$ cat config.mk
export PLATFORM = sky130hd
export DESIGN_NAME = estop_brake_interlock
export DESIGN_NICKNAME = d
export VERILOG_FILES = /design/src/estop_pkg.sv /design/src/input_filter.sv /design/src/event_irq.sv /design/src/estop_brake_interlock.sv
export SDC_FILE = /design/constraint.sdc
export NUM_CORES = 1
export LEC_CHECK = 0
export BUFFER_PORTS_ARGS = -buffer_cell sky130_fd_sc_hd__buf_4
export CAP_MARGIN = 25
export CELL_PAD_IN_SITES_DETAIL_PLACEMENT = 0
export CELL_PAD_IN_SITES_GLOBAL_PLACEMENT = 1
export CORE_MARGIN = 3
export CORE_UTILIZATION = 40
export DETAILED_ROUTE_END_ITERATION = 7
export PLACE_DENSITY_LB_ADDON = 0.1
export SYNTH_ARGS = -nofsm -noshare
export SYNTH_HDL_FRONTEND = slang
export SYNTH_SLANG_ARGS = --single-unit
export TNS_END_PERCENT = 10
$ cat constraint.sdc
create_clock -name SYS_CLK -period 31.4 [get_ports SYS_CLK]
set_input_delay 3.14 -clock SYS_CLK [delete_from_list [all_inputs] [get_ports SYS_CLK]]
set_output_delay 3.14 -clock SYS_CLK [all_outputs]
set_load 0.05 [all_outputs]
$ cat src/estop_pkg.sv
`default_nettype none

package estop_pkg;

    // ==================================================================
    // clock and timing
    localparam int CLK_PERIOD_NS = 4;
    localparam int DEBOUNCE_TIME_US = 1000;
    // least time, so round up to whole cycles
    localparam int DEBOUNCE_CYCLES =
        (DEBOUNCE_TIME_US * 1000 + CLK_PERIOD_NS - 1) / CLK_PERIOD_NS;
    // sync and level flops ahead of the hold counter, with spare cycles
    localparam int SETTLE_MARGIN = 8;

    // ==================================================================
    // register port
    localparam int ADDR_W = 4;
    localparam int DATA_W = 8;
    localparam logic [3:0] REG_IRQ_STATUS = 4'h0;
    localparam logic [3:0] REG_IRQ_CLEAR = 4'h1;
    localparam logic [3:0] REG_IRQ_ENABLE = 4'h2;
    localparam logic [3:0] REG_LIVE_STATE = 4'h3;
    localparam logic [3:0] REG_SWITCHES = 4'h4;
    localparam logic [3:0] REG_CONTROL = 4'h5;
    localparam int CTRL_SOFT_STOP = 0;
    localparam logic CONTROL_SOFT_STOP_RST = 1'b0;
    localparam logic [7:0] READ_ZERO = 8'h00;

    // ==================================================================
    // events and interrupt
    localparam int EVENT_W = 4;
    localparam int EV_POWER_LOST = 0;
    localparam int EV_POWER_BACK = 1;
    localparam int EV_UNDER_VOLT = 2;
    localparam int EV_RESET_REJECT = 3;
    localparam logic [3:0] IRQ_ENABLE_RST = 4'h0;
    localparam logic [3:0] IRQ_STATUS_RST = 4'h0;

    // ==================================================================
    // live state bits
    localparam int LS_MOTOR_POWER = 0;
    localparam int LS_STOP_ACTIVE = 1;
    localparam int LS_INT_CLOSED = 2;
    localparam int LS_EXT_CLOSED = 3;
    localparam int LS_UNDER_VOLT = 4;
    localparam int LS_RELAY_CLOSED = 5;
    localparam int LS_BRAKE_ONE = 6;
    localparam int LS_BRAKE_TWO = 7;

    // ==================================================================
    // configuration switch bank positions
    localparam int SW_W = 8;
    localparam int SW_RESET_CFG = 0;
    localparam int SW_BRAKE_POL = 1;
    localparam int SW_LOGIC_CFG = 2;
    localparam int SW_RELAY_CFG = 3;
    localparam int SW_INT_STOP = 4;
    localparam int SW_EXT_STOP = 5;
    localparam int SW_UV_MON = 6;

    // ==================================================================
    // filtered input vector positions
    localparam int IN_INT = 0;
    localparam int IN_EXT = 1;
    localparam int IN_RESET = 2;
    localparam int IN_BRAKE_ONE_DRIVE = 3;
    localparam int IN_BRAKE_TWO_DRIVE = 4;
    localparam int IN_RELAY = 5;
    localparam int IN_UV = 6;
    localparam int IN_SW0 = 7;
    localparam int IN_W = 14;

    // ==================================================================
    // stop state machine
    typedef enum logic [2:0] {
        ST_STOPPED = 3'b001,
        ST_ARMED = 3'b010,
        ST_RUN = 3'b100
    } fsm_t;
    localparam fsm_t FSM_RST = ST_STOPPED;

endpackage : estop_pkg

`default_nettype wire

$ cat src/input_filter.sv
`default_nettype none

module input_filter
    import estop_pkg::*;
#(
    parameter int CYCLES = DEBOUNCE_CYCLES,
    parameter bit FAST_FALL = 1'b0
) (
    input wire logic clk,
    input wire logic rst_n,
    input wire logic ce,
    input wire logic din,
    output logic stable
);

    localparam int CW = $clog2(CYCLES + 1);

    typedef struct packed {
        logic s1;
        logic s2;
        logic s3;
        logic level;
        logic stable;
        logic [CW-1:0] cnt;
    } filt_t;

    filt_t q;
    filt_t next_q;

    // ==================================================================
    // three-flop sync, then a hold-off counter before a change is taken
    always_comb begin
        next_q = q;
        next_q.s1 = din;
        next_q.s2 = q.s1;
        next_q.s3 = q.s2;
        if (q.s2 == q.s3) begin
            next_q.level = q.s3;
        end
        // a loop opening must not wait out the bounce window
        if (FAST_FALL && !q.level) begin
            next_q.stable = 1'b0;
            next_q.cnt = '0;
        end else if (q.level != q.stable) begin
            if (q.cnt == CW'(CYCLES - 1)) begin
                next_q.stable = q.level;
                next_q.cnt = '0;
            end else begin
                next_q.cnt = q.cnt + CW'(1);
            end
        end else begin
            next_q.cnt = '0; // bounce restarts the window
        end
    end

    always_ff @(posedge clk or negedge rst_n) begin
        if (!rst_n) begin
            q <= '0;
        end else if (ce) begin
            q <= next_q;
        end
    end

    assign stable = q.stable;

    property p_rise_after_hold;
        @(posedge clk) disable iff (!rst_n || !ce)
        $rose(q.stable) |-> $past(q.level) && q.level;
    endproperty
    a_rise_after_hold: assert property (p_rise_after_hold)
        else $error("filtered level rose without a settled input");

endmodule : input_filter

`default_nettype wire

$ cat src/event_irq.sv
`default_nettype none

module event_irq
    import estop_pkg::*;
(
    input wire logic clk,
    input wire logic rst_n,
    input wire logic ce,
    input wire logic [EVENT_W-1:0] event_in,
    input wire logic clear_wr,
    input wire logic enable_wr,
    input wire logic [EVENT_W-1:0] wdata,
    output logic [EVENT_W-1:0] status,
    output logic [EVENT_W-1:0] enable,
    output logic irq
);

    typedef struct packed {
        logic [EVENT_W-1:0] status;
        logic [EVENT_W-1:0] enable;
    } irq_state_t;

    irq_state_t q;
    irq_state_t next_q;

    // ==================================================================
    // sticky status; an event in the clearing cycle survives the clear
    always_comb begin
        next_q = q;
        if (clear_wr) begin
            next_q.status = q.status & ~wdata;
        end
        next_q.status = next_q.status | event_in;
        if (enable_wr) begin
            next_q.enable = wdata;
        end
    end

    always_ff @(posedge clk or negedge rst_n) begin
        if (!rst_n) begin
            q.status <= IRQ_STATUS_RST;
            q.enable <= IRQ_ENABLE_RST;
        end else if (ce) begin
            q <= next_q;
        end
    end

    assign status = q.status;
    assign enable = q.enable;
    // level output, built from flops only
    assign irq = |(q.status & q.enable);

    property p_set_wins;
        @(posedge clk) disable iff (!rst_n || !ce)
        (|event_in) |=> ((status & $past(event_in)) == $past(event_in));
    endproperty
    a_set_wins: assert property (p_set_wins)
        else $error("event lost against a simultaneous clear");

endmodule : event_irq

`default_nettype wire

$ cat src/estop_brake_interlock.sv
// Chosen here: the placing of the registers and the plain strobed port.
`default_nettype none

module estop_brake_interlock
    import estop_pkg::*;
#(
    parameter int FILTER_CYCLES = DEBOUNCE_CYCLES
) (
    input wire logic SYS_CLK,
    input wire logic RSTN,
    input wire logic CLK_EN,
    input wire logic INTERNAL_STOP_LOOP,
    input wire logic EXTERNAL_STOP_LOOP,
    input wire logic STOP_RESET_CLOSURE,
    input wire logic BRAKE_ONE_REQUEST,
    input wire logic BRAKE_TWO_REQUEST,
    input wire logic RELAY_CONTROL,
    input wire logic UNDER_VOLTAGE_SENSE,
    input wire logic [SW_W-1:0] CONFIG_SWITCH_BANK,
    input wire logic [ADDR_W-1:0] REG_ADDR,
    input wire logic [DATA_W-1:0] REG_WDATA,
    input wire logic REG_WR,
    input wire logic REG_RD,
    output logic [DATA_W-1:0] REG_RDATA,
    output logic MOTOR_POWER,
    output logic STOP_STATE_LOGIC_OUT,
    output logic RELAY_CLOSE,
    output logic BRAKE_ONE_DRIVE,
    output logic BRAKE_TWO_DRIVE,
    output logic UNDER_VOLTAGE_FLAG,
    output logic IRQ
);

    // ==================================================================
    // reset release through two flops; assertion stays asynchronous
    logic rst_meta;
    logic rst_n;

    always_ff @(posedge SYS_CLK or negedge RSTN) begin
        if (!RSTN) begin
            rst_meta <= 1'b0;
            rst_n <= 1'b0;
        end else begin
            rst_meta <= 1'b1;
            rst_n <= rst_meta;
        end
    end

    // ==================================================================
    // input filtering
    logic [IN_W-1:0] raw_in;
    logic [IN_W-1:0] filt;

    // every pin arrives asynchronously, switches included
    assign raw_in = {CONFIG_SWITCH_BANK[SW_UV_MON:0],
                     UNDER_VOLTAGE_SENSE, RELAY_CONTROL,
                     BRAKE_TWO_REQUEST, BRAKE_ONE_REQUEST,
                     STOP_RESET_CLOSURE, EXTERNAL_STOP_LOOP,
                     INTERNAL_STOP_LOOP};

    // stop loops drop at once, every other input waits out bounce
    for (genvar i = 0; i < IN_W; i++) begin : g_filter
        input_filter #(
            .CYCLES(FILTER_CYCLES),
            .FAST_FALL(i <= IN_EXT)
        ) u_filter (
            .clk(SYS_CLK),
            .rst_n(rst_n),
            .ce(CLK_EN),
            .din(raw_in[i]),
            .stable(filt[i])
        );
    end

    logic int_ok;
    logic ext_ok;
    logic reset_closed;
    logic brake_one_req;
    logic brake_two_req;
    logic relay_req;
    logic uv_seen;
    logic [SW_W-1:0] sw;

    assign int_ok = filt[IN_INT];
    assign ext_ok = filt[IN_EXT];
    assign reset_closed = filt[IN_RESET];
    assign brake_one_req = filt[IN_BRAKE_ONE_DRIVE];
    assign brake_two_req = filt[IN_BRAKE_TWO_DRIVE];
    assign relay_req = filt[IN_RELAY];
    assign uv_seen = filt[IN_UV];
    assign sw = {1'b0, filt[IN_W-1:IN_SW0]};

    // ==================================================================
    // block state
    localparam int SETTLE_W = $clog2(FILTER_CYCLES + SETTLE_MARGIN + 1);
    typedef struct packed {
        fsm_t fsm;
        logic reset_prev;
        logic [SETTLE_W-1:0] settle;
        logic soft_stop;
        logic motor_power;
        logic logic_out;
        logic relay_close;
        logic brake_one;
        logic brake_two;
        logic uv_flag;
        logic [DATA_W-1:0] rdata;
    } top_state_t;

    top_state_t q;
    top_state_t next_q;

    logic open_now;
    logic all_closed;
    logic settled;
    logic reset_rise;
    logic [EVENT_W-1:0] events;
    logic [EVENT_W-1:0] irq_status;
    logic [EVENT_W-1:0] irq_enable;
    logic [DATA_W-1:0] live_state;
    logic clear_wr;
    logic enable_wr;

    // ==================================================================
    // stop conditions from the enabled loops and the software stop
    always_comb begin
        open_now = q.soft_stop || !settled; // held stopped until the switches have settled
        all_closed = !q.soft_stop && settled;
        if (sw[SW_INT_STOP]) begin
            open_now = open_now || !int_ok;
            all_closed = all_closed && int_ok;
        end
        if (sw[SW_EXT_STOP]) begin
            open_now = open_now || !ext_ok;
            all_closed = all_closed && ext_ok;
        end
    end

    assign reset_rise = reset_closed && !q.reset_prev;
    assign settled = (q.settle == SETTLE_W'(FILTER_CYCLES + SETTLE_MARGIN));

    // ==================================================================
    // stop state machine, outputs, events and register writes
    always_comb begin
        next_q = q;
        events = '0;
        next_q.reset_prev = reset_closed;
        next_q.settle = settled ? q.settle : q.settle + SETTLE_W'(1);
        case (q.fsm)
            ST_STOPPED: begin
                if (open_now) begin
                    next_q.fsm = ST_STOPPED;
                end else if (all_closed && sw[SW_RESET_CFG]) begin
                    next_q.fsm = ST_ARMED;
                end else if (all_closed) begin
                    next_q.fsm = ST_RUN;
                end
                // a closure while still stopped is not remembered
                if (reset_rise) begin
                    events[EV_RESET_REJECT] = 1'b1;
                end
            end
            ST_ARMED: begin
                if (open_now) begin
                    next_q.fsm = ST_STOPPED;
                end else if (!sw[SW_RESET_CFG]) begin
                    next_q.fsm = ST_RUN;
                end else if (reset_rise) begin
                    next_q.fsm = ST_RUN;
                end
            end
            ST_RUN: begin
                if (open_now) begin
                    next_q.fsm = ST_STOPPED;
                end
                if (reset_rise) begin
                    events[EV_RESET_REJECT] = 1'b1;
                end
            end
            default: begin
                next_q.fsm = ST_STOPPED; // illegal code: fail safe
            end
        endcase

        next_q.motor_power = (next_q.fsm == ST_RUN);
        if (q.motor_power && !next_q.motor_power) begin
            events[EV_POWER_LOST] = 1'b1;
        end
        if (!q.motor_power && next_q.motor_power) begin
            events[EV_POWER_BACK] = 1'b1;
        end

        // stop output header: logic level and relay contacts
        next_q.logic_out = sw[SW_LOGIC_CFG] && next_q.motor_power;
        next_q.relay_close = relay_req
            && !(sw[SW_RELAY_CFG] && !next_q.motor_power);

        // polarity switch: on means active high
        next_q.brake_one = (brake_one_req == sw[SW_BRAKE_POL]);
        next_q.brake_two = (brake_two_req == sw[SW_BRAKE_POL]);

        next_q.uv_flag = sw[SW_UV_MON] && uv_seen;
        if (next_q.uv_flag && !q.uv_flag) begin
            events[EV_UNDER_VOLT] = 1'b1;
        end

        if (REG_WR && (REG_ADDR == REG_CONTROL)) begin
            next_q.soft_stop = REG_WDATA[CTRL_SOFT_STOP];
        end

        // read data stand only in the cycle after the strobe
        next_q.rdata = READ_ZERO;
        if (REG_RD) begin
            case (REG_ADDR)
                REG_IRQ_STATUS: begin
                    next_q.rdata = {{(DATA_W-EVENT_W){1'b0}}, irq_status};
                end
                REG_IRQ_ENABLE: begin
                    next_q.rdata = {{(DATA_W-EVENT_W){1'b0}}, irq_enable};
                end
                REG_LIVE_STATE: begin
                    next_q.rdata = live_state;
                end
                REG_SWITCHES: begin
                    next_q.rdata = sw;
                end
                REG_CONTROL: begin
                    next_q.rdata = {{(DATA_W-1){1'b0}}, q.soft_stop};
                end
                default: begin
                    next_q.rdata = READ_ZERO; // clear reg and holes
                end
            endcase
        end
    end

    always_ff @(posedge SYS_CLK or negedge rst_n) begin
        if (!rst_n) begin
            q.fsm <= FSM_RST;
            q.reset_prev <= 1'b0;
            q.settle <= '0;
            q.soft_stop <= CONTROL_SOFT_STOP_RST;
            q.motor_power <= 1'b0;
            q.logic_out <= 1'b0;
            q.relay_close <= 1'b0;
            q.brake_one <= 1'b0;
            q.brake_two <= 1'b0;
            q.uv_flag <= 1'b0;
            q.rdata <= READ_ZERO;
        end else if (CLK_EN) begin
            q <= next_q;
        end
    end

    // ==================================================================
    // live state word and interrupt block
    always_comb begin
        live_state = READ_ZERO;
        live_state[LS_MOTOR_POWER] = q.motor_power;
        live_state[LS_STOP_ACTIVE] = !q.motor_power;
        live_state[LS_INT_CLOSED] = int_ok;
        live_state[LS_EXT_CLOSED] = ext_ok;
        live_state[LS_UNDER_VOLT] = q.uv_flag;
        live_state[LS_RELAY_CLOSED] = q.relay_close;
        live_state[LS_BRAKE_ONE] = q.brake_one;
        live_state[LS_BRAKE_TWO] = q.brake_two;
    end

    assign clear_wr = REG_WR && (REG_ADDR == REG_IRQ_CLEAR);
    assign enable_wr = REG_WR && (REG_ADDR == REG_IRQ_ENABLE);

    event_irq u_irq (
        .clk(SYS_CLK),
        .rst_n(rst_n),
        .ce(CLK_EN),
        .event_in(events),
        .clear_wr(clear_wr),
        .enable_wr(enable_wr),
        .wdata(REG_WDATA[EVENT_W-1:0]),
        .status(irq_status),
        .enable(irq_enable),
        .irq(IRQ)
    );

    assign REG_RDATA = q.rdata;
    assign MOTOR_POWER = q.motor_power;
    assign STOP_STATE_LOGIC_OUT = q.logic_out;
    assign RELAY_CLOSE = q.relay_close;
    assign BRAKE_ONE_DRIVE = q.brake_one;
    assign BRAKE_TWO_DRIVE = q.brake_two;
    assign UNDER_VOLTAGE_FLAG = q.uv_flag;

    // ==================================================================
    // checks
    property p_armed_holds;
        @(posedge SYS_CLK) disable iff (!rst_n || !CLK_EN)
        (q.fsm == ST_ARMED && sw[SW_RESET_CFG] && !reset_rise && !open_now)
        |=> (q.fsm == ST_ARMED) && !MOTOR_POWER;
    endproperty
    a_armed_holds: assert property (p_armed_holds)
        else $error("power returned without a reset closure");

    property p_armed_go;
        @(posedge SYS_CLK) disable iff (!rst_n || !CLK_EN)
        (q.fsm == ST_ARMED && reset_rise && !open_now) |=> MOTOR_POWER;
    endproperty
    a_armed_go: assert property (p_armed_go)
        else $error("reset closure did not restore power");

    property p_auto_restore;
        @(posedge SYS_CLK) disable iff (!rst_n || !CLK_EN)
        (q.fsm == ST_STOPPED && !sw[SW_RESET_CFG] && all_closed && !open_now)
        |=> MOTOR_POWER && $rose(MOTOR_POWER);
    endproperty
    a_auto_restore: assert property (p_auto_restore)
        else $error("power not restored once loops closed");

    property p_brake_level;
        @(posedge SYS_CLK) disable iff (!rst_n || !CLK_EN)
        rst_n |=> (BRAKE_ONE_DRIVE == $past(brake_one_req ~^ sw[SW_BRAKE_POL]))
            && (BRAKE_TWO_DRIVE == $past(brake_two_req ~^ sw[SW_BRAKE_POL]));
    endproperty
    a_brake_level: assert property (p_brake_level)
        else $error("brake drive does not match chosen polarity");

    property p_logic_out;
        @(posedge SYS_CLK) disable iff (!rst_n || !CLK_EN)
        STOP_STATE_LOGIC_OUT |-> MOTOR_POWER && $past(sw[SW_LOGIC_CFG]);
    endproperty
    a_logic_out: assert property (p_logic_out)
        else $error("logic output high without power or switch");

    property p_relay_opens;
        @(posedge SYS_CLK) disable iff (!rst_n || !CLK_EN)
        (sw[SW_RELAY_CFG] && open_now) |=> !RELAY_CLOSE && !MOTOR_POWER;
    endproperty
    a_relay_opens: assert property (p_relay_opens)
        else $error("relay stayed closed during a stop");

    property p_int_loop;
        @(posedge SYS_CLK) disable iff (!rst_n || !CLK_EN)
        (sw[SW_INT_STOP] && !int_ok) |=> !MOTOR_POWER;
    endproperty
    a_int_loop: assert property (p_int_loop)
        else $error("power on with internal loop open");

    property p_ext_loop;
        @(posedge SYS_CLK) disable iff (!rst_n || !CLK_EN)
        (sw[SW_EXT_STOP] && !ext_ok) |=> !MOTOR_POWER;
    endproperty
    a_ext_loop: assert property (p_ext_loop)
        else $error("power on with external loop open");

    property p_uv_gated;
        @(posedge SYS_CLK) disable iff (!rst_n || !CLK_EN)
        UNDER_VOLTAGE_FLAG |-> $past(sw[SW_UV_MON]) && $past(uv_seen);
    endproperty
    a_uv_gated: assert property (p_uv_gated)
        else $error("under-voltage reported while monitor off");

    property p_relay_ctl;
        @(posedge SYS_CLK) disable iff (!rst_n || !CLK_EN)
        (!sw[SW_RELAY_CFG] && !open_now) |=> (RELAY_CLOSE == $past(relay_req));
    endproperty
    a_relay_ctl: assert property (p_relay_ctl)
        else $error("relay does not follow its control input");

endmodule : estop_brake_interlock

`default_nettype wire

==> results.ini, run 1 <==
[outcome]
run_status = finished clean

[cts]
ctsResizeCount = 0
cts_tree = done
cts_hold_buffers = 0
clock_path_buffers = 3
cts_inserted_buffers = 44
postCtsSetupRepairBufs = 0
clkSlewWorstSetupHoldPaths_ns = 0.06
cts_max_level = 2
clk-insertion-delay-late_ns = 0.57
cts_root_buf = clkbuf_16
tritoncts_num_sinks = 369

[synthesis]
ys_async_rst_share_pct = 100.0
synthDominantCellAreaShare_pct = 50.51
synth_top_area_cell = dfrtp_1
yosysWarnings = 0
post_synth_num_cell_types = 76
yosysSeqAreaShare_pct = 50.65
synth_cells = 1852
syn_avg_cell_area_sq_um = 9.845
synth-edff-count = 0
mappedNetlistNets = 1902
synthTopCellsByArea = dfrtp_1, xor2_1, nor2_1
synth-main-ff-cell = dfrtp_1
netlist_area_sq_um = 18230
synth-seq-cells = 369

[routing]
drt-total-wl_microns = 39210
viasPerCell = 5.324
detail_route.drc_violations = 0
avgRoutedWirePerCell_microns = 15.62
drt_first_pass_iters = 5
detailroute.via_count = 13360
drt-initial-drc-count = 703
antenna_violating_nets_post_route = 0

[global_route]
first_global_vias = 13120
grt_max_degree = 172
grt.total_usage_pct = 16.68
globalRouteOverflowTotal = 0
antenna_found_initial = 0
wire_length_of_the_first_global_routing_pass_microns = 66530

[sta]
setup_total_negative_slack_ns = 0
final_worst_path_period_share_pct = 16.78
relSlewSlack_pct = 34.61
grt_setup_unrepaired = no
timing.final.max_slew_violations = 0
fmax_mhz = 189.8
fin_crit_ns = 5.268
timing.clock.skew_ns = 0.02293
hold_viol = 0
setup-violations-final = 0
worst_slew_pin_slew_ns = 0.9672

[floorplan]
core_sq_um = 44610
floorplan.die.width_microns = 219.5
starting_density_of_the_core_pct = 40.87
num_rows = 77
floorplan.die_area_sq_um = 48180
dieHeight_microns = 219.5
boundaryPins = 47

[power_and_ir_drop]
cellPowerDensity_nw_per_um2 = 59.85
p_sw_mw = 0.3462
static-leakage-power_nw = 8.819
part_of_the_total_power_dissipated_in_sequential_elements_pct = 46.7
pwr-share-clk_pct = 40.6
power.share.combinational_pct = 12.7
switching_share_pct = 28.20
vdd.ir_drop.worst_mv = 0.03607
cellInternalPower_mw = 0.8816
totalPowerFinal_mw = 1.228

[final_layout]
flow.area_growth_from_synthesis_pct = 12.51
drive_gt1_share_pct = 10.53
layout.filler_cells = 4237
diodes = 0
nNetsFinal = 1938

[worst_setup_path]
critPathTopFamily = simple AND/OR/NAND/NOR gates
r2r-start = rst_n$_DFF_PN0_
cell_by_cell_trace_of_the_critical_path = buf_6 -> buf_4 -> nand3_1 -> nor4_1 -> nand4_1 -> xor2_1 -> nor2_1
worstReg2RegEnd = g_filter[0].u_filter.q[8]$_DFFE_PN0P_
critical-path-slowest-cell = nor4_1
crit_path_buf_inv_count = 2
cp_slowest_stage_delay_ns = 0.76
crit_arrival_ns = 5.68
crit_path_end_kind = register
reg2reg_setup_slack_ns = 28.96
critical_path.startpoint_type = input pin
critical_path.max_fanout = 80
timing_worst_setup_path_type = in2reg
ff2ff_path_depth = 3
worst-endpoint-required_ns = 31.81

[flow_run]
maxCapViolCount = 0

[min_path]
min_from = rst_meta$_DFF_PN0_
worstHoldEndpoint = rst_n$_DFF_PN0_
min_delay_path_depth = 0
hp-class = reg2reg

[placed_design]
port_buffers = 41
place.gp.congestion = 0.7581
hpwl_after_dpl_microns = 25390

==> power groups by stage <==
| stage | logic, mW | clock network (mW) | registers [mW] |
|---|---|---|---|
| final | 0.156 | 0.499 | 0.573 |
| after global routing | 0.183 | 0.537 | 0.583 |
| after CTS | 0.159 | 0.517 | 0.573 |
| after detailed placement | 0.158 | 0 | 0.581 |
| after global placement | 0.155 | 0 | 0.580 |
| after floorplan | 0.121 | 0 | 0.574 |
==> cells by family (layout without fill, tap and decap cells) <==
kind of cell	after synthesis	count (layout)	share of synthesized area, %
AOI/OAI and AO/OA	230	230	8.091
DFF	369	369	50.65
xor gates and xnor gates	202	202	9.704
buffers and inverters	117	183	2.821
muxes	65	65	3.925
other	1	1	0.02057
and+or+nand+nor	850	850	23.55
adders and majority gates	18	18	1.235
==> metal layers <==
layer	track usage (%)	part of all wire, %	up-vias
li1	-	-	6588
met5	0	0	-
met1	24.12	50	6565
met2	25.73	44	162
met3	2.978	3.8	48
met4	4.817	2.0	0
==> cell usage in the layout (no fill, tap or decap), types with 9 or more instances in the layout <==
master / netlist / layout
xnor2_1: 91 / 91
clkinv_2: 0 / 12
buf_4: 12 / 48
clkbuf_16: 0 / 45
nor3_1: 42 / 42
nor2_1: 244 / 244
nand3_1: 104 / 104
a21oi_1: 28 / 28
clkbuf_8: 0 / 9
o31ai_1: 12 / 12
o21ai_0: 100 / 100
nor2b_1: 9 / 9
nor4_1: 33 / 33
xor2_1: 111 / 111
nand2_1: 179 / 179
inv_1: 55 / 55
mux2i_1: 13 / 13
or2_2: 10 / 10
nand4_1: 75 / 75
and4_1: 17 / 17
and3_1: 36 / 36
a21o_1: 14 / 14
o2bb2ai_1: 20 / 20
mux2_2: 52 / 52
dfrtp_1: 368 / 367
ha_1: 18 / 18
nor4b_1: 15 / 15
nand2b_1: 23 / 23
==> area by class of cell <==
| class | instances | area [sq um] | area share (%) |
|---|---|---|---|
| clock buffer | 60 | 1272 | 6.203 |
| clock inverter | 16 | 141.4 | 0.6892 |
| inverter | 56 | 211.5 | 1.031 |
| multi-input combinational | 1366 | 8489 | 41.38 |
| sequential | 369 | 9239 | 45.04 |
| tap | 592 | 740.7 | 3.611 |
| timing repair buffer | 51 | 419.2 | 2.043 |
==> stage by stage <==
step | std cells | util [%] | setup slack (ns) | instance area, sq um | hold slack, ns
after floorplan | 1852 | - | 20.36 | 18230 | 0.3312
after global placement | 2433 | 42.76 | 25.58 | 19070 | 0.3414
after detailed placement | 2433 | 42.76 | 25.57 | 19070 | 0.3388
after CTS | 2509 | 45.93 | 26.18 | 20490 | 0.3583
after global routing | 2510 | 45.99 | 25.94 | 20510 | 0.3690
final | 2510 | 45.99 | 26.13 | 20510 | 0.3528
==> state kept, by name, summed over array words and instances, names as in the netlist <==
name and cells:
u_irq.enable 4, BRAKE_TWO_DRIVE 1, REG_RDATA 8, g_filter.u_filter.stable 14
RELAY_CLOSE 1, g_filter.u_filter.q 280, MOTOR_POWER 1, STOP_STATE_LOGIC_OUT 1
UNDER_VOLTAGE_FLAG 1, q 23, u_irq.status 4, rst_n 1
BRAKE_ONE_DRIVE 1, rst_meta 1, g_filter.u_filter.next_q 28
==> worst max path at each step <==
| stage | endpoint | startpoint | slack (ns) | depth (start not counted) |
|---|---|---|---|---|
| 6_report | g_filter[12].u_filter.q[13]$_DFFE_PN0P_ | CLK_EN | 26.13 | 7 |
| 5_1_grt | g_filter[4].u_filter.q[7]$_DFFE_PN0P_ | CLK_EN | 25.94 | 7 |
| 4_1_cts | g_filter[12].u_filter.q[13]$_DFFE_PN0P_ | CLK_EN | 26.18 | 7 |
| 3_5_place_dp | g_filter[12].u_filter.q[13]$_DFFE_PN0P_ | CLK_EN | 25.57 | 7 |
| 3_3_place_gp | g_filter[12].u_filter.q[15]$_DFFE_PN0P_ | CLK_EN | 25.58 | 7 |
| 2_1_floorplan | BRAKE_ONE_DRIVE$_DFFE_PN0P_ | rst_n$_DFF_PN0_ | 20.36 | 0 |
==> cell usage after synthesis (4+ instances only) <==
cell type	n
buf_1	5
nor2_1	244
nor4b_1	15
mux2i_1	13
nand3_1	104
nor3_1	42
nand2_1	179
clkbuf_1	25
a31oi_1	7
o311ai_0	4
nor3b_1	6
nor4_1	33
o2bb2ai_1	20
and2_1	4
buf_4	12
buf_2	18
nand4b_1	8
nand2b_1	23
nor2b_1	9
o22ai_1	5
mux2_2	52
and3_1	36
o21ai_0	100
dfrtp_1	368
a21oi_1	28
nand3b_1	8
nand4_1	75
inv_1	55
nor4bb_1	6
ha_1	18
xnor2_1	91
a21o_1	14
and4_1	17
or2_2	10
or4_1	6
or3_1	7
a22oi_1	5
xor2_1	111
o31ai_1	12
o21bai_1	5
Power figures use the tool's default switching activity.
==> run 2, diff against run 1 <==
==> constraint.sdc (replaced) <==
create_clock -name SYS_CLK -period 4.9 [get_ports SYS_CLK]
set_input_delay 0.49 -clock SYS_CLK [delete_from_list [all_inputs] [get_ports SYS_CLK]]
set_output_delay 0.49 -clock SYS_CLK [all_outputs]
set_load 0.05 [all_outputs]
==> results.ini, run 2 (synthesis results as in run 1) <==
[outcome]
run_status = finished clean

[sta]
final_worst_path_period_share_pct = 50.65
timing.final.max_slew_violations = 0  ; unchanged
worst_slew_pin_slew_ns = 0.8968  ; -0.07041 ns
setup-violations-final = 0  ; unchanged
fmax_mhz = 402.9
grt_setup_unrepaired = no
fin_crit_ns = 2.482
relSlewSlack_pct = 39.37  ; +4.8 points
timing.clock.skew_ns = 0.02355  ; +0.0006241 ns
setup_total_negative_slack_ns = 0  ; unchanged
hold_viol = 0  ; unchanged

[global_route]
globalRouteOverflowTotal = 0  ; unchanged
grt_max_degree = 107  ; -38%
grt.total_usage_pct = 16.64  ; -0.047 points
wire_length_of_the_first_global_routing_pass_microns = 66590  ; about the same
first_global_vias = 13320  ; +1.6%
antenna_found_initial = 0  ; unchanged

[worst_setup_path]
crit_path_end_kind = register
cell_by_cell_trace_of_the_critical_path = or4b_1 -> nor3_1 -> a31oi_1 -> nor2_1 -> nor2_1
crit_path_buf_inv_count = 0  ; -2
cp_slowest_stage_delay_ns = 0.73  ; -0.03 ns
critical_path.max_fanout = 12  ; -85%
critical-path-slowest-cell = nor2_1
worst-endpoint-required_ns = 5.31  ; -26.50 ns
critical-path-top-cell-by-count = nor2_1
timing_worst_setup_path_type = reg2reg
critPathTopFamily = simple AND/OR/NAND/NOR gates
crit_arrival_ns = 2.90  ; -2.78 ns
critical_path.startpoint_type = register

[placed_design]
dpl_cell_area_sq_um = 19140  ; +0.34%
port_buffers = 41  ; unchanged
place.gp.congestion = 0.7928  ; +4.6%
hpwl_after_dpl_microns = 25730  ; +1.3%

[final_layout]
most_common_library_cell_in_the_layout_ignoring_fill_and_taps = dfrtp_1
nNetsFinal = 1944  ; +0.31%
largest_register_ffs = 280  ; unchanged
diodes = 0  ; unchanged
flow.area_growth_from_synthesis_pct = 13.76
regMostFlops = g_filter.u_filter.q
drive_gt1_share_pct = 10.79  ; +0.26 points
layout.filler_cells = 4176  ; -1.4%
layout_common_cells = dfrtp_1, nor2_1, nand2_1, xor2_1, nand3_1
postLayoutCellArea_sq_um = 20740  ; +1.1%

[power_and_ir_drop]
vdd.ir_drop.worst_mv = 0.2575  ; +610%
cellPowerDensity_nw_per_um2 = 392.9  ; +560%
static-leakage-power_nw = 8.914  ; +1.1%

[floorplan]
num_rows = 77  ; unchanged
boundaryPins = 47  ; unchanged
floorplan.die.width_microns = 219.5  ; unchanged
dieHeight_microns = 219.5  ; unchanged
floorplan.die_area_sq_um = 48180  ; unchanged
starting_density_of_the_core_pct = 40.87  ; unchanged
core_sq_um = 44610  ; unchanged

[routing]
drt_first_pass_iters = 5  ; unchanged
detailroute.via_count = 13340  ; -0.20%
drt-initial-drc-count = 694  ; -1.3%
viasPerCell = 5.292  ; -0.60%
drt-total-wl_microns = 39090  ; -0.31%
avgRoutedWirePerCell_microns = 15.51  ; -0.70%
antenna_violating_nets_post_route = 0  ; unchanged
detail_route.drc_violations = 0  ; unchanged

[cts]
cts_max_level = 2  ; unchanged
clkSlewWorstSetupHoldPaths_ns = 0.06  ; about the same
cts_inserted_buffers = 45  ; +2.3%
tritoncts_num_sinks = 369  ; unchanged
postCtsSetupRepairBufs = 0  ; unchanged
clock_path_buffers = 3  ; unchanged
clk-insertion-delay-late_ns = 0.57  ; about the same
cts_root_buf = clkbuf_16
cts_tree = done

[flow_run]
maxCapViolCount = 0  ; unchanged

[min_path]
hp-class = reg2async

-- run 2: metal layers --
| layer | track usage, % | share of wire (%) | vias up |
|---|---|---|---|
| met5 | 0 | 0 | - |
| met4 | 5.055 | 2.0 | 0 |
| met3 | 2.827 | 3.7 | 58 |
| met2 | 26.23 | 45 | 146 |
| met1 | 23.54 | 49 | 6525 |
| li1 | - | - | 6607 |
-- run 2: worst register-to-register path: stages (launching register included) --
cell	delay [ns]
dfrtp_1	0.44
or4b_1	0.53
nor3_1	0.21
a31oi_1	0.30
nor2_1	0.73
nor2_1	0.12
-- run 2: cell type report --
class,instances,area [sq um],area share (%)
timing repair buffer,56,494.2,2.383
multi-input combinational,1366,8489,40.93
tap,592,740.7,3.571
sequential,369,9239,44.54
inverter,56,211.5,1.019
clock buffer,69,1389,6.696
clock inverter,12,177.7,0.8566
-- run 2: timing repair --
| item | 4_1_cts | 5_1_grt |
|---|---|---|
| hold endpoints to repair | 2 | 0 |
| setup endpoints to repair | 0 | 0 |
| hold buffers | 1 | 0 |
| resized for setup | 0 | 0 |
-- run 2: power breakdown --
group	internal, mW	switching, mW
clock network	2.16	1.31
logic	0.402	0.610
registers	3.34	0.336
-- run 2: path summary, 6_finish.rpt --
path | from | to | slack, ns | depth (start not counted)
max | g_filter[12].u_filter.q[10]$_DFFE_PN0P_ | g_filter[12].u_filter.q[8]$_DFFE_PN0P_ | 2.42 | 5
min | rst_n$_DFF_PN0_ | g_filter[3].u_filter.q[5]$_DFFE_PN0P_ | 0.16 | 0
max reg2reg | g_filter[12].u_filter.q[10]$_DFFE_PN0P_ | g_filter[12].u_filter.q[8]$_DFFE_PN0P_ | 2.42 | 5
min reg2reg | rst_n$_DFF_PN0_ | g_filter[3].u_filter.q[5]$_DFFE_PN0P_ | 0.16 | 0
max in group asynchronous | rst_n$_DFF_PN0_ | g_filter[8].u_filter.q[12]$_DFFE_PN0P_ | 3.54 | 2
min in group SYS_CLK | RELAY_CONTROL | g_filter[5].u_filter.next_q[21]$_DFFE_PN0P_ | 0.16 | 2
-- run 2: through the flow --
stage               worst slack [ns]  hold slack (ns)  total power, mW  util, %  instances
floorplan                      1.263           0.1944            4.446        -       1852
global placement               2.237           0.2725            4.727    42.89       2436
detailed placement             2.215           0.2734            4.753    42.90       2437
CTS                            2.369           0.1126            8.296    46.44       2519
global route                   2.148           0.1333            8.626    46.50       2520
finish                         2.418           0.1552            8.150    46.50       2520
==> run 3, diff against run 2 <==
==> constraint.sdc (replaced) <==
create_clock -name SYS_CLK -period 2.5 [get_ports SYS_CLK]
set_input_delay 0.25 -clock SYS_CLK [delete_from_list [all_inputs] [get_ports SYS_CLK]]
set_output_delay 0.25 -clock SYS_CLK [all_outputs]
set_load 0.05 [all_outputs]
==> results.ini, run 3 (synthesis results as in run 1) <==
[outcome]
run_status = finished clean

[global_route]
globalRouteOverflowTotal = 0  ; unchanged
first_global_vias = 13390  ; +0.48%
antenna_found_initial = 0  ; unchanged
grt.total_usage_pct = 17.13  ; +0.49 points
grt_max_degree = 45  ; -58%
wire_length_of_the_first_global_routing_pass_microns = 68340  ; +2.6%

[power_and_ir_drop]
switching_share_pct = 27.86  ; +0.23 points
p_sw_mw = 4.369  ; +94%
pwr-share-clk_pct = 40.4  ; -2.1 points
cellPowerDensity_nw_per_um2 = 741.7  ; +89%
power.share.combinational_pct = 13.5  ; +1.1 points
vdd.ir_drop.worst_mv = 0.5991  ; +130%
part_of_the_total_power_dissipated_in_sequential_elements_pct = 46.1  ; +1.0 points
static-leakage-power_nw = 9.129  ; +2.4%
cellInternalPower_mw = 11.31  ; +92%

[sta]
final_worst_path_period_share_pct = 88.82  ; +38 points
fmax_mhz = 450.4  ; +12%
worst_slew_pin_slew_ns = 0.8175  ; -0.07932 ns
setup_slack_ns = 0.2795  ; -2.139 ns
setup-violations-final = 0  ; unchanged
relSlewSlack_pct = 45.50  ; +6.1 points
timing.final.max_slew_violations = 0  ; unchanged
grt_setup_unrepaired = no
hold_viol = 0  ; unchanged
fin_crit_ns = 2.220  ; -0.2614 ns
setup_total_negative_slack_ns = 0  ; unchanged
timing.clock.skew_ns = 0.01963  ; -0.003925 ns

[cts]
tritoncts_num_sinks = 369  ; unchanged
postCtsSetupRepairBufs = 0  ; unchanged
cts_tree = done
clk-insertion-delay-late_ns = 0.56  ; about the same
cts_max_level = 2  ; unchanged
clkSlewWorstSetupHoldPaths_ns = 0.06  ; about the same
cts_inserted_buffers = 43  ; -4.4%
cts_root_buf = clkbuf_16
clock_path_buffers = 3  ; unchanged

[final_layout]
postLayoutCellArea_sq_um = 21140  ; +1.9%
largest_register_ffs = 280  ; unchanged
flow.area_growth_from_synthesis_pct = 15.95
diodes = 0  ; unchanged
nNetsFinal = 1998  ; +2.8%
layout_common_cells = dfrtp_1, nor2_1, nand2_1, xor2_1, nand3_1
util_after_layout_pct = 47.39  ; +0.89 points
drive_gt1_share_pct = 11.71  ; +0.92 points
most_common_library_cell_in_the_layout_ignoring_fill_and_taps = dfrtp_1
regMostFlops = g_filter.u_filter.q

[routing]
viasPerCell = 5.287  ; about the same
avgRoutedWirePerCell_microns = 15.53  ; +0.15%
detailroute.via_count = 13600  ; +2.0%
drt-initial-drc-count = 739  ; +6.5%
drt-total-wl_microns = 39970  ; +2.3%
detail_route.drc_violations = 0  ; unchanged
drt_first_pass_iters = 5  ; unchanged
antenna_violating_nets_post_route = 0  ; unchanged

[placed_design]
hpwl_after_dpl_microns = 27340  ; +6.3%
place.gp.congestion = 0.7835  ; -1.2%
dpl_worst_slack_ns = 0.2971  ; -1.918 ns
port_buffers = 41  ; unchanged
dpl_cell_area_sq_um = 19520  ; +2.0%

[worst_setup_path]
critical_path.startpoint_type = register
cp_slowest_stage_delay_ns = 0.69  ; -0.04 ns
critical-path-slowest-cell = or4b_2
timing_worst_setup_path_type = reg2reg
cell_by_cell_trace_of_the_critical_path = or4b_2 -> nor3_2 -> nand3_1 -> nor2_2 -> o221a_2
worst-endpoint-required_ns = 3.00  ; -2.31 ns
crit_arrival_ns = 2.72  ; -0.18 ns
critical_path.max_fanout = 6  ; -6
crit_path_end_kind = register

[flow_run]
maxCapViolCount = 0  ; unchanged

[floorplan]
boundaryPins = 47  ; unchanged
core_sq_um = 44610  ; unchanged
floorplan.die_area_sq_um = 48180  ; unchanged
dieHeight_microns = 219.5  ; unchanged
floorplan.die.width_microns = 219.5  ; unchanged
starting_density_of_the_core_pct = 40.87  ; unchanged
num_rows = 77  ; unchanged

[min_path]
hp-class = in2reg

-- run 3: power by group through the flow --
stage	Sequential, mW	Clock (mW)	Combinational (mW)
after detailed placement	7.33	0	2.13
after floorplan	7.20	0	1.51
final	7.23	6.34	2.11
after global placement	7.30	0	2.08
after global routing	7.34	6.82	2.44
after CTS	7.23	6.58	2.16
-- run 3: worst max-delay path: cells and delay by family, from the launching register on --
kind / cells / cell delay, ns
AO/OA/AOI/OAI: 1 / 0.25
flip-flops: 1 / 0.41
AND/OR/NAND/NOR: 4 / 1.50
-- run 3: worst paths after layout --
path,start,end,slack [ns],cells past startpoint
max,q[23]$_DFFE_PN0P_,RELAY_CLOSE$_DFFE_PN0P_,0.28,5
min,CLK_EN,g_filter[0].u_filter.q[20]$_DFFE_PN0P_,0.08,3
max reg2reg,q[23]$_DFFE_PN0P_,RELAY_CLOSE$_DFFE_PN0P_,0.28,5
min reg2reg,rst_meta$_DFF_PN0_,rst_n$_DFF_PN0_,0.35,0
max in group asynchronous,rst_n$_DFF_PN0_,g_filter[9].u_filter.q[15]$_DFFE_PN0P_,1.34,1
min in group asynchronous,rst_n$_DFF_PN0_,g_filter[12].u_filter.q[6]$_DFFE_PN0P_,0.43,0
-- run 3: repair_timing --
action / CTS / global route
gates resized for setup: 0 / 0
hold endpoints to repair: 25 / 0
hold buffers: 21 / 0
-- run 3: metrics by stage --
step                hold slack, ns  std cells  total power [mW]
finish                     0.08425       2573             15.68
global route               0.09356       2573             16.59
CTS                        0.05428       2573             15.97
detailed placement         0.03373       2474             9.456
global placement           0.03278       2474             9.382
floorplan                 -0.04559       1852             8.714
-- run 3: area by class of cell --
class / instances / area (sq um)
inverter: 56 / 211.5
timing repair buffer: 112 / 1047
sequential: 369 / 9239
clock inverter: 10 / 150.1
multi-input combinational: 1366 / 8489
clock buffer: 68 / 1262
fill: 4187 / 23470
tap: 592 / 740.7
-- run 3: per-layer routing --
metal / track usage [%] / share of wire, % / up-vias
met4: 5.422 / 2.2 / 0
met2: 26.58 / 44 / 182
met1: 24.60 / 50 / 6645
met3: 2.785 / 3.9 / 55
li1: - / - / 6721
met5: 0 / 0 / -
